File: src/clkgen_cfg.svh
// clkgen_cfg.svh: register map, reset values and field positions
// assumes: included by the package and by the register bank module
`ifndef CLKGEN_CFG_SVH
`define CLKGEN_CFG_SVH
// ==========================================
// register map
`define NUM_REGS 19
`define ADDR_MODE 8'h00
`define ADDR_CFGSEL 8'h01
`define ADDR_OSUS_EN 8'h02
`define ADDR_OFORCE 8'h03
`define ADDR_PLLSUS 8'h04
`define ADDR_REFSRC 8'h05
`define ADDR_RSV6 8'h06
`define ADDR_TRIM 8'h07
`define ADDR_RSV8 8'h08
`define ADDR_RSV9 8'h09
`define ADDR_LOOP4 8'h0A
`define ADDR_LOOP5 8'h0B
`define ADDR_LOOP0 8'h0C
`define ADDR_LOOP1 8'h0D
`define ADDR_LOOP2 8'h0E
`define ADDR_LOOP3 8'h0F
`define ADDR_DIV0 8'h10
`define ADDR_DIV1 8'h11
`define ADDR_DIV2 8'h12
`define NUM_REF_DIV 3'h3
// ==========================================
// reset values and writable masks
`define RST_MODE 8'h00
`define MASK_MODE 8'h01
`define RST_CFGSEL 8'h00
`define MASK_CFGSEL 8'h07
`define RST_OSUS_EN 8'h02
`define MASK_OSUS_EN 8'hFF
`define RST_OFORCE 8'h02
`define MASK_OFORCE 8'h7F
`define RST_PLLSUS 8'h0F
`define MASK_PLLSUS 8'h8F
`define RST_REFSRC 8'h04
`define MASK_REFSRC 8'h04
`define RST_TRIM 8'h00
`define MASK_TRIM 8'h1F
`define RST_LOOP 8'h10
`define MASK_LOOP 8'hFF
`define RST_DIV 8'h00
`define MASK_DIV 8'h7F
// ==========================================
// field positions
`define MODE_BIT 0
`define SEL_MSB 2
`define SHDN_BIT 7
`define PSUS_MSB 3
`define REFSRC_BIT 2
`define TRIM_MSB 4
`define DIV_MSB 6
`define CZ_BIT 7
`define IP_MSB 6
`define IP_LSB 4
`define RZ_MSB 3
`define NUM_OUT 7
// bus address of the bank; value is arbitrary
`define DEV_ADDR 7'h5A
`endif

File: src/clkgen_pkg.sv
// clkgen_pkg: types shared by the clock generator register bank
// assumes: clkgen_cfg.svh is on the include path
package clkgen_pkg;
`include "clkgen_cfg.svh"
	typedef logic [2:0] cfg_sel_t;
	typedef logic [7:0] reg_t;
	typedef enum logic [3:0] {
		ST_IDLE = 4'h0,
		ST_ADDR = 4'h1,
		ST_ADDR_ACK = 4'h2,
		ST_PTR = 4'h3,
		ST_PTR_ACK = 4'h4,
		ST_WDATA = 4'h5,
		ST_WDATA_ACK = 4'h6,
		ST_RDATA = 4'h7,
		ST_RDATA_ACK = 4'h8,
		ST_IGNORE = 4'h9
	} link_state_e;
endpackage : clkgen_pkg

File: src/clkgen_config_bank.sv
// clkgen_config_bank: configuration registers of the clock generator
// assumes: two-wire serial management port on open-drain pins,
// pins driven from outside the clock domain, synchronous reset.
`timescale 1ns/1ps
`include "clkgen_cfg.svh"
module clkgen_config_bank (
	input wire logic I_CLOCK, // 200 MHz system clock
	input wire logic I_RST, // synchronous reset, high
	input wire logic I_CE, // clock enable, freezes state
	input wire logic I_SCL, // serial clock pin
	input wire logic I_SDA, // serial data pin level
	output logic O_SDA, // serial data drive value
	output logic O_SDA_OE, // serial data drive enable
	input wire clkgen_pkg::cfg_sel_t I_CFG_SEL_PINS, // select pins
	input wire logic I_SHUTDOWN_ENABLE_PIN, // shutdown/enable pin
	input wire logic [6:0] I_OUTPUT_DISABLE_STYLE, // 1 float, 0 low
	output logic O_USE_SW_SELECT, // register selects config
	output clkgen_pkg::cfg_sel_t O_ACTIVE_CONFIG, // config in use
	output logic [6:0] O_OUTPUT_SUSPEND, // per-output suspend
	output logic [6:0] O_OUTPUT_TRISTATE, // suspended and floated
	output logic [3:0] O_PLL_SUSPEND, // per-pll suspend
	output logic O_SHUTDOWN, // full shutdown active
	output logic O_REF_FROM_INPUT_CLOCK, // 1 input clock, 0 crystal
	output logic [4:0] O_CRYSTAL_TRIM, // crystal load trim
	output logic O_PLL_A_ZERO_CAP, // loop filter zero cap
	output logic [2:0] O_PLL_A_PUMP_CURRENT, // charge pump current
	output logic [3:0] O_PLL_A_ZERO_RES, // loop filter zero res
	output logic [6:0] O_PLL_A_REF_DIV, // reference divider
	output logic O_PLL_A_POWER_DOWN // pll A powered down
);
	import clkgen_pkg::*;

	typedef struct packed {
		link_state_e st;
		logic [3:0] bit_cnt;
		reg_t shreg;
		reg_t ptr;
		logic rw;
		logic nack;
		logic scl_prev;
		logic sda_prev;
		logic sda_oe;
		logic sda_out;
		logic [`NUM_REGS-1:0][7:0] regs;
		logic use_sw;
		cfg_sel_t active_cfg;
		logic [3:0] pll_suspend;
		logic shutdown;
		logic ref_clk;
		logic [4:0] trim;
		logic zero_cap;
		logic [2:0] pump;
		logic [3:0] zero_res;
		logic [6:0] ref_div;
		logic pll_a_pd;
	} bank_state_s;

	bank_state_s s;
	bank_state_s next_s;
	logic [5:0] pins;
	logic scl;
	logic sda;
	cfg_sel_t sel_pins;
	logic pin_req;
	logic scl_rise;
	logic scl_fall;
	logic start;
	logic stop;
	cfg_sel_t next_cfg;
	reg_t loop_set;
	reg_t div_set;
	reg_t rd_data;
	logic [15:0] info;
	logic full_sd;
	logic [6:0] sus;
	logic [6:0] tri_st;

	// ==========================================
	// register layout: {writable mask, reset value}
	function automatic logic [15:0] reg_info(input reg_t a);
		case (a)
			`ADDR_MODE: reg_info = {`MASK_MODE, `RST_MODE};
			`ADDR_CFGSEL: reg_info = {`MASK_CFGSEL, `RST_CFGSEL};
			`ADDR_OSUS_EN: reg_info = {`MASK_OSUS_EN, `RST_OSUS_EN};
			`ADDR_OFORCE: reg_info = {`MASK_OFORCE, `RST_OFORCE};
			`ADDR_PLLSUS: reg_info = {`MASK_PLLSUS, `RST_PLLSUS};
			`ADDR_REFSRC: reg_info = {`MASK_REFSRC, `RST_REFSRC};
			`ADDR_TRIM: reg_info = {`MASK_TRIM, `RST_TRIM};
			`ADDR_LOOP4, `ADDR_LOOP5, `ADDR_LOOP0, `ADDR_LOOP1,
			`ADDR_LOOP2, `ADDR_LOOP3: reg_info = {`MASK_LOOP, `RST_LOOP};
			`ADDR_DIV0, `ADDR_DIV1,
			`ADDR_DIV2: reg_info = {`MASK_DIV, `RST_DIV};
			// reserved and unmapped: nothing writable
			default: reg_info = 16'h0000;
		endcase
	endfunction : reg_info

	function automatic bank_state_s reset_state();
		bank_state_s r;
		r = '0;
		for (int i = 0; i < `NUM_REGS; i++) begin
			r.regs[i] = reg_t'(reg_info(8'(i)));
		end
		r.st = ST_IDLE;
		r.scl_prev = 1'b1;
		r.sda_prev = 1'b1;
		r.pll_a_pd = 1'b1;
		return r;
	endfunction : reset_state

	// ==========================================
	// pin synchronisers
	pin_sync #(
		.WIDTH(6)
	) u_sync (
		.i_clock(I_CLOCK),
		.i_rst(I_RST),
		.i_ce(I_CE),
		.i_async({I_SHUTDOWN_ENABLE_PIN, I_CFG_SEL_PINS, I_SDA, I_SCL}),
		.o_sync(pins)
	);
	assign scl = pins[0];
	assign sda = pins[1];
	assign sel_pins = pins[4:2];
	assign pin_req = pins[5];
	assign full_sd = s.regs[`ADDR_PLLSUS][`SHDN_BIT];

	// ==========================================
	// serial port and register access
	always_comb begin
		next_s = s;
		scl_rise = scl & ~s.scl_prev;
		scl_fall = ~scl & s.scl_prev;
		start = scl & s.scl_prev & s.sda_prev & ~sda;
		stop = scl & s.scl_prev & ~s.sda_prev & sda;
		rd_data = (s.ptr < `NUM_REGS) ? s.regs[s.ptr[4:0]] : 8'h00;
		info = reg_info(s.ptr);
		next_s.scl_prev = scl;
		next_s.sda_prev = sda;
		if (scl_rise) begin
			next_s.shreg = {s.shreg[6:0], sda};
			next_s.bit_cnt = s.bit_cnt + 4'h1;
		end
		if (stop) begin
			next_s.st = ST_IDLE;
			next_s.sda_oe = 1'b0;
		end else if (start) begin
			next_s.st = ST_ADDR;
			next_s.bit_cnt = 4'h0;
			next_s.sda_oe = 1'b0;
		end else if (scl_fall) begin
			case (s.st)
				ST_ADDR: begin
					if (s.bit_cnt == 4'h8) begin
						if (s.shreg[7:1] == `DEV_ADDR) begin
							next_s.rw = s.shreg[0];
							next_s.sda_oe = 1'b1;
							next_s.st = ST_ADDR_ACK;
						end else begin
							next_s.st = ST_IGNORE;
						end
					end
				end
				ST_PTR: begin
					if (s.bit_cnt == 4'h8) begin
						next_s.ptr = s.shreg;
						next_s.sda_oe = 1'b1;
						next_s.st = ST_PTR_ACK;
					end
				end
				ST_WDATA: begin
					if (s.bit_cnt == 4'h8) begin
						// masked write keeps reserved bits at zero
						next_s.regs[s.ptr[4:0]] = (s.shreg & info[15:8]) |
							(rd_data & ~info[15:8]);
						if (s.ptr >= `NUM_REGS) begin
							next_s.regs = s.regs;
						end
						next_s.ptr = s.ptr + 8'h01;
						next_s.sda_oe = 1'b1;
						next_s.st = ST_WDATA_ACK;
					end
				end
				ST_PTR_ACK, ST_WDATA_ACK: begin
					next_s.sda_oe = 1'b0;
					next_s.bit_cnt = 4'h0;
					next_s.st = ST_WDATA;
				end
				ST_ADDR_ACK, ST_RDATA_ACK: begin
					next_s.bit_cnt = 4'h0;
					if (s.st == ST_ADDR_ACK && !s.rw) begin
						next_s.sda_oe = 1'b0;
						next_s.st = ST_PTR;
					end else if (s.st == ST_RDATA_ACK && s.nack) begin
						next_s.sda_oe = 1'b0;
						next_s.st = ST_IGNORE;
					end else begin
						// open-drain: pull low to send a zero
						next_s.shreg = rd_data;
						next_s.sda_oe = ~rd_data[7];
						next_s.ptr = s.ptr + 8'h01;
						next_s.st = ST_RDATA;
					end
				end
				ST_RDATA: begin
					if (s.bit_cnt == 4'h8) begin
						next_s.sda_oe = 1'b0;
						next_s.st = ST_RDATA_ACK;
					end else begin
						next_s.shreg = {s.shreg[6:0], 1'b0};
						next_s.sda_oe = ~s.shreg[6];
					end
				end
				default: begin
					next_s.st = s.st;
				end
			endcase
		end
		// read shift must not eat the sampled bus bit
		if (scl_rise && s.st == ST_RDATA) begin
			next_s.shreg = s.shreg;
		end
		if (scl_rise && s.st == ST_RDATA_ACK) begin
			next_s.nack = sda;
		end

		// ==========================================
		// configuration decode
		next_s.use_sw = s.regs[`ADDR_MODE][`MODE_BIT];
		next_cfg = next_s.use_sw ? s.regs[`ADDR_CFGSEL][`SEL_MSB:0] :
			sel_pins;
		next_s.active_cfg = next_cfg;
		case (next_cfg)
			3'h4: loop_set = s.regs[`ADDR_LOOP4];
			3'h5: loop_set = s.regs[`ADDR_LOOP5];
			3'h6, 3'h7: loop_set = s.regs[`ADDR_LOOP0];
			default: loop_set = s.regs[`ADDR_LOOP0 + {3'h0, next_cfg[1:0]}];
		endcase
		// sets without their own divider fall back to set 0
		if (next_cfg < `NUM_REF_DIV) begin
			div_set = s.regs[`ADDR_DIV0 + {5'h00, next_cfg}];
		end else begin
			div_set = s.regs[`ADDR_DIV0];
		end
		next_s.zero_cap = loop_set[`CZ_BIT];
		next_s.pump = loop_set[`IP_MSB:`IP_LSB];
		next_s.zero_res = loop_set[`RZ_MSB:0];
		next_s.ref_div = div_set[`DIV_MSB:0];
		next_s.pll_a_pd = (div_set[`DIV_MSB:0] == 7'h00);
		next_s.shutdown = full_sd & pin_req;
		next_s.pll_suspend = ~s.regs[`ADDR_PLLSUS][`PSUS_MSB:0] |
			{4{next_s.shutdown}};
		next_s.ref_clk = s.regs[`ADDR_REFSRC][`REFSRC_BIT];
		next_s.trim = s.regs[`ADDR_TRIM][`TRIM_MSB:0];
	end

	always_ff @(posedge I_CLOCK) begin
		if (I_RST) begin
			s <= reset_state();
		end else if (I_CE) begin
			s <= next_s;
		end
	end

	// ==========================================
	// output suspend control
	output_suspend_ctl #(
		.NUM_OUT(`NUM_OUT)
	) u_sus (
		.i_clock(I_CLOCK),
		.i_rst(I_RST),
		.i_ce(I_CE),
		.i_force_n(s.regs[`ADDR_OFORCE][6:0]),
		.i_enable(s.regs[`ADDR_OSUS_EN][6:0]),
		.i_pin_req(pin_req),
		.i_full_shutdown(full_sd),
		.i_style(I_OUTPUT_DISABLE_STYLE),
		.o_suspend(sus),
		.o_tristate(tri_st)
	);

	assign O_SDA = s.sda_out;
	assign O_SDA_OE = s.sda_oe;
	assign O_USE_SW_SELECT = s.use_sw;
	assign O_ACTIVE_CONFIG = s.active_cfg;
	assign O_OUTPUT_SUSPEND = sus;
	assign O_OUTPUT_TRISTATE = tri_st;
	assign O_PLL_SUSPEND = s.pll_suspend;
	assign O_SHUTDOWN = s.shutdown;
	assign O_REF_FROM_INPUT_CLOCK = s.ref_clk;
	assign O_CRYSTAL_TRIM = s.trim;
	assign O_PLL_A_ZERO_CAP = s.zero_cap;
	assign O_PLL_A_PUMP_CURRENT = s.pump;
	assign O_PLL_A_ZERO_RES = s.zero_res;
	assign O_PLL_A_REF_DIV = s.ref_div;
	assign O_PLL_A_POWER_DOWN = s.pll_a_pd;
endmodule : clkgen_config_bank

File: src/output_suspend_ctl.sv
// output_suspend_ctl: per-output suspend and disable style
// assumes: all inputs come from logic on i_clock
`timescale 1ns/1ps
module output_suspend_ctl #(
	parameter int NUM_OUT = 7
) (
	input wire logic i_clock, // system clock
	input wire logic i_rst, // synchronous reset, high
	input wire logic i_ce, // clock enable
	input wire logic [NUM_OUT-1:0] i_force_n, // force suspend, low
	input wire logic [NUM_OUT-1:0] i_enable, // pin may suspend
	input wire logic i_pin_req, // pin asks for suspend
	input wire logic i_full_shutdown, // pin acts as shutdown
	input wire logic [NUM_OUT-1:0] i_style, // 1 tristate, 0 low
	output logic [NUM_OUT-1:0] o_suspend, // output suspended
	output logic [NUM_OUT-1:0] o_tristate // suspended and floated
);
	typedef struct packed {
		logic [NUM_OUT-1:0] suspend;
		logic [NUM_OUT-1:0] tristate;
	} sus_state_s;
	sus_state_s s;
	sus_state_s next_s;
	logic [NUM_OUT-1:0] next_sus;
	logic [NUM_OUT-1:0] next_tri;

	// ==========================================
	// per-output decision
	for (genvar g = 0; g < NUM_OUT; g++) begin : g_out
		// forced suspend wins over the enable bit
		assign next_sus[g] = ~i_force_n[g] |
			(i_pin_req & (i_enable[g] | i_full_shutdown));
		assign next_tri[g] = next_sus[g] & i_style[g];
	end

	always_comb begin
		next_s.suspend = next_sus;
		next_s.tristate = next_tri;
	end

	always_ff @(posedge i_clock) begin
		if (i_rst) begin
			s <= '0;
		end else if (i_ce) begin
			s <= next_s;
		end
	end

	assign o_suspend = s.suspend;
	assign o_tristate = s.tristate;
endmodule : output_suspend_ctl

File: src/pin_sync.sv
// pin_sync: two-flop synchroniser for asynchronous pins
// assumes: inputs are quasi-static or slow compared to i_clock
`timescale 1ns/1ps
module pin_sync #(
	parameter int WIDTH = 1
) (
	input wire logic i_clock, // system clock
	input wire logic i_rst, // synchronous reset, high
	input wire logic i_ce, // clock enable
	input wire logic [WIDTH-1:0] i_async, // pin levels
	output logic [WIDTH-1:0] o_sync // synchronised levels
);
	typedef struct packed {
		logic [WIDTH-1:0] meta;
		logic [WIDTH-1:0] stable;
	} sync_state_s;
	sync_state_s s;
	sync_state_s next_s;

	// first stage feeds only the second stage
	always_comb begin
		next_s.meta = i_async;
		next_s.stable = s.meta;
	end

	always_ff @(posedge i_clock) begin
		if (i_rst) begin
			s <= '0;
		end else if (i_ce) begin
			s <= next_s;
		end
	end

	assign o_sync = s.stable;
endmodule : pin_sync

File: config.mk
export PLATFORM = sky130hd
export DESIGN_NAME = clkgen_config_bank
export DESIGN_NICKNAME = d
export VERILOG_FILES = /design/src/clkgen_pkg.sv /design/src/clkgen_config_bank.sv /design/src/output_suspend_ctl.sv /design/src/pin_sync.sv
export VERILOG_INCLUDE_DIRS = /design/src
export SDC_FILE = /design/constraint.sdc
export NUM_CORES = 1
export LEC_CHECK = 0
export BUFFER_PORTS_ARGS = -buffer_cell sky130_fd_sc_hd__buf_2
export CAP_MARGIN = 40
export CORE_UTILIZATION = 50
export DETAILED_ROUTE_END_ITERATION = 12
export MAX_ROUTING_LAYER = met4
export PLACE_DENSITY = 0.71
export SLEW_MARGIN = 20
export SYNTH_ARGS = -nofsm -noshare
export SYNTH_HDL_FRONTEND = slang
export SYNTH_SLANG_ARGS = --single-unit
export TNS_END_PERCENT = 1
File: constraint.sdc
create_clock -name I_CLOCK -period 3.85 [get_ports I_CLOCK]
set_clock_uncertainty 0.15 [all_clocks]
set_input_delay 0.77 -clock I_CLOCK [delete_from_list [all_inputs] [get_ports I_CLOCK]]
set_output_delay 0.77 -clock I_CLOCK [all_outputs]
set_load 0.1 [all_outputs]
=== Word level (Yosys, flattened, before mapping) ===
Memory sizes are Yosys's and may differ from the RTL's. A register that Yosys moved wholly into a read port is not among the register bits.
Cells that the tools add are included.

* Register bits: 238
* Bits in read-only memories: 416
* Input port bits: 16
* Output and inout port bits: 47
* Logic and storage cells: 216
* Memories kept: 1

* Add/subtract/negate cells: 4
* $lt $le $gt $ge: 7
* Equal/unequal tests: 24
* Multiplexer cells: 54
* Bitwise gates (word level): 59
* Reductions and logical operators: 24

{| class="wikitable"
|+ Memories
! memory !! words !! width !! rd ports !! clocked after Yosys merged registers in !! wr ports !! RTL line !! RTL
|-
| (no name shown) || 32 || 13 || 1 || 1 || 0 || clkgen_config_bank.sv:81 || <nowiki>case (a)</nowiki>
|}

{| class="wikitable"
|+ Operators with widths
! cell !! count
|-
| $bwmux W152 || 1
|-
| $bmux W8 S5 || 3
|-
| $mux W16 || 6
|-
| $mux W8 || 8
|-
| $pmux W8 S3 || 2
|-
| $demux W8 S5 || 1
|-
| $mux W4 || 9
|-
| $mux W25 || 1
|-
| $pmux W4 S6 || 1
|-
| $and A1 B1 Y1 || 22
|-
| $mux W21 || 1
|-
| $reduce_and A7 Y1 || 3
|-
| $ne A4 B4 Y1 const B || 5
|-
| $mux W17 || 1
|-
| $not A1 Y1 || 17
|-
| $and A8 B8 Y8 || 2
|-
| $eq A4 B3 Y1 const B || 4
|-
| $pmux W8 S2 || 1
|-
| $mux W7 || 2
|-
| $or A1 B1 Y1 || 14
|-
| $eq A3 B3 Y1 const B || 4
|-
| $lt A5 B6 Y1 const B || 2
|-
| $mux W1 || 12
|-
| $mux W12 || 1
|-
| other kinds (35) || 49
|}

=== Depth between registers and ports, before layout ===
Gate-level depths: netlist of the first run.

* Depth after elaboration: 12
* Gate-level depth with buffers: 14
* Depth with buffers taken out: 12

=== Cells and area by module ===
Synthesis of the first run repeated with hierarchy kept, for this count alone.

* Cell total of the unflattened synthesis: 1340
* Area, all modules: 12338.1 um^2

{| class="wikitable"
|+ Modules (own cells, without submodules)
! module !! times used !! cells an instance !! area each (um^2) !! seq. area each (um^2)
|-
| clkgen_config_bank || 1 || 1234 || 11151.9 || 4384.2
|-
| output_suspend_ctl || 1 || 68 || 765.7 || 280.3
|-
| pin_sync || 1 || 38 || 420.4 || 240.2
|}

=== Worst setup path after synthesis of the first run ===
Ideal clock, no wire load.

* Path kind: flip-flop to flip-flop
* From: register s[205] (netlist bit)
* To: register with a tool-made name
* Library setup time: 0.123 ns
* Data arrival time: 2.707 ns
* Data required time: 3.577 ns
* Setup slack: 0.870 ns
* Cell stages (with the launch flop): 15
* Path buffers: 2
* Period minus slack after synthesis: 2.980 ns
* Cell sequence: dfxtp_1 > inv_1 > ha_1 > and3b_1 > clkbuf_1 > o311a_1 > o21ai_1 > buf_2 > a221oi_1 > or3_1 > inv_1 > ha_1 > nand2b_1 > a211oi_1 > or2_2

{| class="wikitable"
|+ RTL lines
! item !! RTL line !! RTL
|-
| from (decl) || clkgen_config_bank.sv:58 || <nowiki>bank_state_s s;</nowiki>
|-
| from (signal assigned) || clkgen_config_bank.sv:259 || <nowiki>s <= reset_state();</nowiki>
|-
| from (signal assigned) || clkgen_config_bank.sv:261 || <nowiki>s <= next_s;</nowiki>
|}

=== Worst setup path in the final report of the first run ===
* From: register s[190] (netlist bit)
* To: register s[133] (netlist bit)

* Longest elaborated chain between the ends: 6
* Elaborated cells between the ends (all ways): 15
* Classes of those cells: order compare: 4; mux: 6; bitwise: 3; reduce/logical: 2

{| class="wikitable"
|+ Ends and longest elaborated chain
! item !! RTL line !! RTL
|-
| $bmux W8 S5 || clkgen_config_bank.sv:136 || <nowiki>rd_data = (s.ptr < `NUM_REGS) ? s.regs[s.ptr[4:0]] : 8'h00;</nowiki>
|-
| $mux W8 (not written as such) || clkgen_config_bank.sv:136 ||
|-
| $mux W8 || clkgen_config_bank.sv:136 ||
|-
| $and A8 B8 Y8 || clkgen_config_bank.sv:175 || <nowiki>(rd_data & ~info[15:8]);</nowiki>
|-
| $or A8 B8 Y8 || clkgen_config_bank.sv:174 || <nowiki>next_s.regs[s.ptr[4:0]] = (s.shreg & info[15:8]) |</nowiki>
|-
| $bwmux W152 || clkgen_config_bank.sv:174 ||
|}

Parallel ways exist; a longest one is shown, timed or not. The select of a mux whose other input is x is not followed.
A chain may end at the register's enable or synchronous reset.

==> flow_summary.yaml, run 1 <==
yosys:
  synth_edf_count: 0
  synth_fp_nets: 1329
  syn_area_per_cell_um2: 9.18
  synth_cells: 1302
  ys_seq_area_share_pct: 41.0
  ys_seq_elements: 245
  netlist_area_um2: 11900
  yosys_warnings: 0
  synthDistinctLibCells: 75
  dominantRegCellSynth: "dfxtp_1"
  synthArstFlopShare_pct: 0
grt:
  grt_pass1_wl_um: 51100
  gr-total-overflow: 0
  antenna_found_initial: 0
  first_global_vias: 9201
  grt_max_degree: 60
  grt_usage_pct: 27.1
min_path:
  hold_path_class: "reg -> reg"
  hold_depth: 2
  holdPathEnd: "u_sus.o_tristate[4]"
  min_from: "u_sus.o_tristate[4]"
route:
  routed-via-count: 9958
  wl_per_cell_um: 19.3
  initialDrtViolationCount: 1056
  ant_nets: 0
  routed_wl_um: 31900
  viasPerCell: 6.04
  dr.pass1.iters: 5
  post-route-drc-count: 0
sta:
  period_share_pct: 90.3
  slew_headroom_pct: 43.3
  max_freq_mhz: 288
  min_period_ps: 3480
  drv_slew: 0
  max_slew.worst_pin.slew_ps: 850
  rsz0062_at_grt: "no"
  hold_viol: 0
  setup_viol: 0
  fin_tns_setup_ps: 0
floorplanning:
  core_area_um2: 23500
  rows: 56
  die_area_um2: 24500
  ios: 63
  die_h_um: 157
  start_util_pct: 50.9
  die_w_um: 157
power_and_ir_drop:
  intPower_w: 0.00426
  swShare_pct: 24.2
  clkPwrFrac_pct: 46.2
  ir_drop_uv: 355
  powerDensity_nw_per_um2: 421
  seqPwrFrac_pct: 46.3
  switching_power_w: 0.00136
  leakage_nw: 4.69
  comb_power_share_pct: 7.5
finish:
  finalInstanceArea_um2: 13300
  area_growth_pct: 11.6
  nNetsFinal: 1339
  layout-drive-gt1-share_pct: 17.4
  seq_area_um2: 4910
  diodes: 0
  fillers: 2040
  multi_input_area_um2: 6270
clock_network:
  cts_tree: "yes"
  clock_path_buffers: 3
  holdBufCountCts: 0
  insertion_delay_ps: 530
  cts-root-buf: "clkbuf_16"
  numCtsBuffers: 26
  ctsResizeCount: 0
  clkTransAtPathRegs_ps: 60
  cts.sinks: 245
  postCtsSetupRepairBufs: 0
  htree_levels: 1
setup_path:
  startpoint: "s[190]"
  worstPathArrival_ps: 3710
  r2r-start: "s[190]"
  cp-end-kind: "register"
  start_kind: "register"
  ff2ff_setup_slack_ps: 370
  worstPathRequired_ps: 4080
  worst-r2r-cell-count: 8
  path_class: "reg -> reg"
  worstPathMaxFanout: 24
  rr_endpoint: "s[133]"
place:
  hpwl_um: 22000
  placed_area_um2: 12400
  gp_congestion: 0.951
  port_buffers: 61
flow_run:
  max-cap-violations: 0
outcome:
  status: "finished clean"
## power groups by stage
stage	combinational [W]	clock [W]	sequential [W]
final	0.000419	0.00260	0.00261
after global routing	0.000446	0.00273	0.00261
after CTS	0.000418	0.00262	0.00260
after detailed placement	0.000416	0	0.00266
after global placement	0.000405	0	0.00266
after floorplan	0.000271	0	0.00272
## metal layers
metal  vias up  track usage (%)  wire (um)
li1       4774                -          -
met1      4718             37.7      14500
met2       404             40.7      14300
met3        62             3.07       2150
met4         0             9.76        980
met5         -                -          0
## cells in the final DEF, fill, tap and decap left out, types with 9 or more instances in the layout
cell type	netlist	routed
dfxtp_1	245	243
nor2_1	242	242
a211oi_1	151	151
nand2_1	75	75
mux2i_1	65	63
buf_2	32	60
a21oi_1	56	56
buf_4	36	51
mux4_2	41	41
o21ai_0	38	38
clkbuf_16	0	27
nor3_1	23	23
nand3_1	21	21
inv_1	18	18
nand2b_1	11	11
a311oi_1	11	11
ha_1	11	11
o21a_1	9	9
o22ai_1	9	9
## flip-flops by register name, summed over array words and instances, names as in the netlist, named ones only
name,count
O_PLL_SUSPEND,4
u_sus.o_suspend,7
O_SHUTDOWN,1
O_PLL_A_PUMP_CURRENT,3
O_SDA_OE,1
u_sync.o_sync,6
O_CRYSTAL_TRIM,5
next_s,7
full_sd,1
O_USE_SW_SELECT,1
O_PLL_A_POWER_DOWN,1
O_PLL_A_REF_DIV,7
O_ACTIVE_CONFIG,3
s,172
O_REF_FROM_INPUT_CLOCK,1
O_PLL_A_ZERO_CAP,1
u_sus.o_tristate,7
u_sync.next_s,6
O_PLL_A_ZERO_RES,4
## how the worst max path moves through the flow
stage / endpoint / slack [ps]
2_1_floorplan: register / 870
4_1_cts: register / 480
3_5_place_dp: s[154] / 500
6_report: s[133] / 370
3_3_place_gp: s[42] / 510
5_1_grt: register / 130
## Yosys cell counts (all sizes together), types with 4 or more instances
library cell	n	area (um2)
dfxtp	245	4900
nor2	242	908
a211oi	151	1130
buf	81	509
nand2	75	282
mux2i	66	673
a21oi	56	280
clkbuf	54	203
mux4	43	976
o21ai	41	205
nor3	33	228
nand3	21	105
inv	19	71.3
a311oi	11	96.3
a31oi	11	124
ha	11	138
nand2b	11	68.8
o21a	9	67.6
o22ai	9	56.3
nor2b	8	50.1
o211ai	8	60.1
a221oi	6	52.6
a22oi	6	45.0
a32o	6	60.1
o221ai	6	52.6
or3	5	31.3
xnor2	5	43.8
a221o	4	40.0
nand3b	4	30.0
or2	4	25.0
## per-stage QoR
| step | setup WS (ps) | util (%) | cells | hold WS, ps | total power, W |
|---|---|---|---|---|---|
| floorplan | 870 | - | 1302 | 299 | 0.00300 |
| global placement | 509 | 52.2 | 1585 | 294 | 0.00306 |
| detailed placement | 500 | 53.0 | 1602 | 301 | 0.00308 |
| CTS | 476 | 56.8 | 1649 | 312 | 0.00565 |
| global route | 130 | 56.8 | 1650 | 332 | 0.00579 |
| finish | 372 | 56.8 | 1650 | 311 | 0.00562 |
## logic make-up after synthesis
family	after synthesis	synth area share (%)
flip-flops	245	41.0
multiplexers	112	14.1
XOR/XNOR	8	0.586
other	1	0.0314
buffers and inverters	156	6.62
AO/OA/AOI/OAI	348	20.9
adder cells (fa/ha/maj)	11	1.15
AND/OR/NAND/NOR	421	15.6
## final cells by class
| cell class | instances | share of cell area, % |
|---|---|---|
| Clock inverter | 12 | 1.24 |
| Sequential cell | 245 | 36.8 |
| Tap cell | 319 | 2.99 |
| Clock buffer | 35 | 5.44 |
| Multi-Input combinational cell | 901 | 47.0 |
| Timing Repair Buffer | 117 | 5.94 |
| Inverter | 21 | 0.591 |
## worst max-delay path, stage by stage, from the launching register on
cell,delay [ps]
dfxtp_2,780
mux4_1,700
or2_2,320
a32o_1,250
a21oi_1,310
nor3_1,90
a31oi_2,350
buf_4,270
a211oi_1,90
Note: power is estimated with default switching activity, not from simulation.
==> inputs of run 2 (changes only) <==
==> constraint.sdc (replaced) <==
create_clock -name I_CLOCK -period 4.32 [get_ports I_CLOCK]
set_clock_uncertainty 0.15 [all_clocks]
set_input_delay 0.864 -clock I_CLOCK [delete_from_list [all_inputs] [get_ports I_CLOCK]]
set_output_delay 0.864 -clock I_CLOCK [all_outputs]
set_load 0.1 [all_outputs]
==> flow_summary.yaml, run 2 (synthesis results as in run 1) <==
sta:
  setup_viol: 0
  holdWs_ps: 309
  max_freq_mhz: 281
  max_slew.worst_pin.slew_ps: 841
  drv_slew: 0
  fin_tns_setup_ps: 0
  period_share_pct: 82.4
  slew_headroom_pct: 43.5
  rsz0062_at_grt: "no"
  min_period_ps: 3560
  hold_viol: 0
clock_network:
  cts-root-buf: "clkbuf_16"
  postCtsSetupRepairBufs: 0
  insertion_delay_ps: 520
  numCtsBuffers: 27
  ctsResizeCount: 0
  htree_levels: 1
  clock_path_buffers: 3
  cts.sinks: 245
  cts_tree: "yes"
  clkTransAtPathRegs_ps: 60
  holdBufCountCts: 0
route:
  routed_wl_um: 32300
  routed-via-count: 9963
  ant_nets: 0
  dr.pass1.iters: 5
  wl_per_cell_um: 19.7
  initialDrtViolationCount: 1010
  viasPerCell: 6.08
  post-route-drc-count: 0
min_path:
  hold_depth: 2
  min_from: "u_sus.o_tristate[5]"
  holdPathEnd: "u_sus.o_tristate[5]"
  hold_path_class: "reg -> reg"
setup_path:
  worstPathMaxFanout: 18
  cp-end-kind: "register"
  worst-r2r-cell-count: 10
  worst_path_max_delay_cell: "dfxtp_1"
  worstPathRequired_ps: 4610
  worstPathArrival_ps: 3850
  path_cells: "or3b_1 > nor3_4 > o21ai_1 > a221oi_1 > or3_1 > inv_1 > ha_1 > nand2b_1 > or3_1 > o211ai_1"
  r2r-start: "s[212]"
  ff2ff_setup_slack_ps: 760
  max_stage_delay_ps: 650
  path_class: "reg -> reg"
  start_kind: "register"
  timing.critical_path.mode_cell: "or3_1"
place:
  port_buffers: 61
  gp_congestion: 0.915
  hpwl_um: 21600
finish:
  fillers: 2034
  layout-drive-gt1-share_pct: 16.7
  area_growth_pct: 10.4
  final_common_cell: "dfxtp_1"
  final_cell_mix: "dfxtp_1 (243), nor2_1 (242), a211oi_1 (151)"
  diodes: 0
  top_register: "s"
  nNetsFinal: 1334
  largest_reg_flops: 172
power_and_ir_drop:
  leakage_nw: 4.62
  ir_drop_uv: 246
  power_w: 0.00492
  powerDensity_nw_per_um2: 373
grt:
  grt_pass1_wl_um: 51700
  gr-total-overflow: 0
  grt_usage_pct: 27.5
  antenna_found_initial: 0
  grt_max_degree: 70
  first_global_vias: 9267
floorplanning:
  start_util_pct: 50.9
  die_w_um: 157
  die_area_um2: 24500
  core_area_um2: 23500
  die_h_um: 157
  rows: 56
  ios: 63
outcome:
  status: "finished clean"
flow_run:
  max-cap-violations: 0
[run 2: cell count changes in the layout (fill, tap and decap cells not counted), sizes merged]
cell and delta:
clkinv -6, buf -6, clkbuf +3, clkinvlp -2
bufinv -2, inv +1
[run 2: layout make-up]
class	instances	area, um2	area share [%]
Tap cell	319	399	3.03
Multi-Input combinational cell	901	6260	47.5
Clock inverter	3	68.8	0.522
Clock buffer	38	767	5.82
Timing Repair Buffer	111	707	5.36
Inverter	21	78.8	0.598
Sequential cell	245	4910	37.2
[run 2: how the worst max path moves through the flow]
stage / start / endpoint / cells after the start
finish: s[212] / register / 10
global route: s[212] / register / 10
CTS: s[189] / s[124] / 7
detailed placement: s[189] / s[76] / 7
global placement: I_CE / s[203] / 7
floorplan: s[205] / register / 14
[run 2: critical path, delay by kind of cell (launching register included)]
kind / cells / cell delay, ps
fa+ha+maj: 1 / 190
simple gates: 5 / 1560
buf+inv: 1 / 110
compound gates: 3 / 800
flops: 1 / 650
[run 2: routing by layer]
metal / global-route usage, % / wire length (um) / vias up
li1: - / - / 4747
met1: 37.2 / 14900 / 4748
met2: 42.5 / 14300 / 392
met3: 3.18 / 1950 / 76
met4: 9.80 / 1100 / 0
met5: - / 0 / -
[run 2: power breakdown]
group	total, W	switching [W]	leakage [nW]	internal, W
Clock	0.00223	0.000890	0.409	0.00134
Combinational	0.000367	0.000283	2.23	0.0000847
Sequential	0.00232	0.0000315	1.98	0.00229
Total	0.00492	0.00120	4.62	0.00371
[run 2: stage by stage]
stage	instance area (um2)	worst slack [ps]	std cells	util, %
global placement	12300	825	1595	52.5
global route	13200	365	1638	56.2
detailed placement	12300	818	1596	52.6
CTS	13200	784	1637	56.2
floorplan	11900	1340	1302	-
finish	13200	759	1638	56.2
==> inputs of run 3 (changes only) <==
--- a/config.mk
+++ b/config.mk
@@ -11,7 +11,7 @@
 export CORE_UTILIZATION = 50
 export DETAILED_ROUTE_END_ITERATION = 12
 export MAX_ROUTING_LAYER = met4
-export PLACE_DENSITY = 0.71
+export PLACE_DENSITY = 0.74
 export SLEW_MARGIN = 20
 export SYNTH_ARGS = -nofsm -noshare
 export SYNTH_HDL_FRONTEND = slang
==> constraint.sdc (replaced) <==
create_clock -name I_CLOCK -period 3.1 [get_ports I_CLOCK]
set_clock_uncertainty 0.15 [all_clocks]
set_input_delay 0.62 -clock I_CLOCK [delete_from_list [all_inputs] [get_ports I_CLOCK]]
set_output_delay 0.62 -clock I_CLOCK [all_outputs]
set_load 0.1 [all_outputs]
==> flow_summary.yaml, run 3 (synthesis results as in run 1) <==
finish:
  diodes: 0
  fillers: 2009
  multi_input_area_um2: 6300
  area_growth_pct: 13.6
  top_register: "s"
  nNetsFinal: 1352
  largest_reg_flops: 172
  final_cell_mix: "nor2_1 (242), dfxtp_1 (240), a211oi_1 (150)"
  seq_area_um2: 4910
  final_cell_count_no_fill: 1664
  layout-drive-gt1-share_pct: 19.3
  final_common_cell: "nor2_1"
grt:
  antenna_found_initial: 0
  grt_pass1_wl_um: 51600
  grt_max_degree: 195
  first_global_vias: 9404
  grt_usage_pct: 27.2
  gr-total-overflow: 0
route:
  wl_per_cell_um: 19.3
  routed_wl_um: 32100
  initialDrtViolationCount: 1046
  post-route-drc-count: 0
  dr.pass1.iters: 5
  routed-via-count: 10130
  viasPerCell: 6.09
  ant_nets: 0
floorplanning:
  die_h_um: 157
  rows: 56
  die_w_um: 157
  ios: 63
  start_util_pct: 50.9
  core_area_um2: 23500
  die_area_um2: 24500
place:
  gp_congestion: 0.918
  port_buffers: 61
  hpwl_um: 21200
  dp.cells: 1615
clock_network:
  postCtsSetupRepairBufs: 0
  holdBufCountCts: 0
  htree_levels: 1
  clock_path_buffers: 3
  cts.sinks: 245
  insertion_delay_ps: 550
  cts_tree: "yes"
  numCtsBuffers: 26
  clkTransAtPathRegs_ps: 70
  cts-root-buf: "clkbuf_16"
power_and_ir_drop:
  intPower_w: 0.00525
  swShare_pct: 25.1
  clkPwrFrac_pct: 46.3
  ir_drop_uv: 424
  leakage_nw: 4.80
  switching_power_w: 0.00176
  seqPwrFrac_pct: 46.1
  powerDensity_nw_per_um2: 516
  power_w: 0.00701
  comb_power_share_pct: 7.7
sta:
  setup_viol: 0
  drv_slew: 0
  rsz0062_at_grt: "no"
  min_period_ps: 2910
  max_freq_mhz: 343
  max_slew.worst_pin.slew_ps: 888
  hold_viol: 0
  slew_headroom_pct: 40.8
  fin_tns_setup_ps: 0
  period_share_pct: 94.0
flow_run:
  max-cap-violations: 0
setup_path:
  worstPathMaxFanout: 19
  start_kind: "register"
  r2r-start: "s[190]"
  worstPathRequired_ps: 3310
  cp-end-kind: "register"
  worstPathArrival_ps: 3120
  path_class: "reg -> reg"
  startpoint: "s[190]"
min_path:
  min_from: "I_CFG_SEL_PINS[1]"
  hold_path_class: "in -> reg"
outcome:
  status: "finished clean"
-- run 3: cell count changes in the layout (fill, tap and decap cells not counted), moves of 3 or more --
| cell | change |
|---|---|
| buf_4 | +9 |
| dfxtp_2 | +3 |
| clkinvlp_4 | +4 |
| dfxtp_1 | -3 |
| buf_12 | +12 |
| clkinv_2 | +3 |
-- run 3: path summary, 6_finish.rpt --
check | end | slack (ps) | depth (start not counted)
max | s[113] | 190 | 7
min reg2reg | u_sus.o_tristate[0] | 310 | 2
min | u_sync.next_s[3] | 160 | 3
max reg2reg | s[113] | 190 | 7
-- run 3: layout make-up --
| cell class | count | area share, % |
|---|---|---|
| clock inverter | 13 | 1.24 |
| timing repair buffer | 130 | 7.23 |
| multi-input combinational | 901 | 46.4 |
| sequential | 245 | 36.2 |
| inverter | 21 | 0.580 |
| tap | 319 | 2.94 |
| clock buffer | 35 | 5.41 |
-- run 3: power groups by stage --
stage                     Sequential [W]  Clock, W  Combinational, W
after detailed placement         0.00330         0          0.000529
after floorplan                  0.00338         0          0.000336
final                            0.00323   0.00324          0.000537
after global placement           0.00329         0          0.000524
after CTS                        0.00323   0.00328          0.000530
after global routing             0.00323   0.00341          0.000569
-- run 3: stage by stage --
step	hold slack (ps)	utilization [%]	area, um2	worst slack [ps]
global route	188	57.9	13600	11.6
detailed placement	300	53.7	12600	41.5
floorplan	299	-	11900	120
CTS	161	57.6	13500	21.5
finish	164	57.9	13600	185
global placement	297	53.7	12600	159
-- run 3: timing repair --
| item | 4_1_cts | 5_1_grt |
|---|---|---|
| resized for setup | 0 | 11 |
| endpoints found under the setup margin | 0 | 7 |
| hold endpoints to repair | 0 | 0 |
-- run 3: critical path: stages (launching register included) --
cell	delay (ps)
dfxtp_2	470
buf_4	230
mux4_2	540
mux4_2	520
a22oi_1	330
o31a_1	220
buf_12	180
a211oi_1	90
-- run 3: metal layers --
layer,global-route usage [%],part of all wire (%)
met3,3.16,6.8
met2,40.8,45
met1,37.8,45
met4,9.90,3.6
met5,-,0
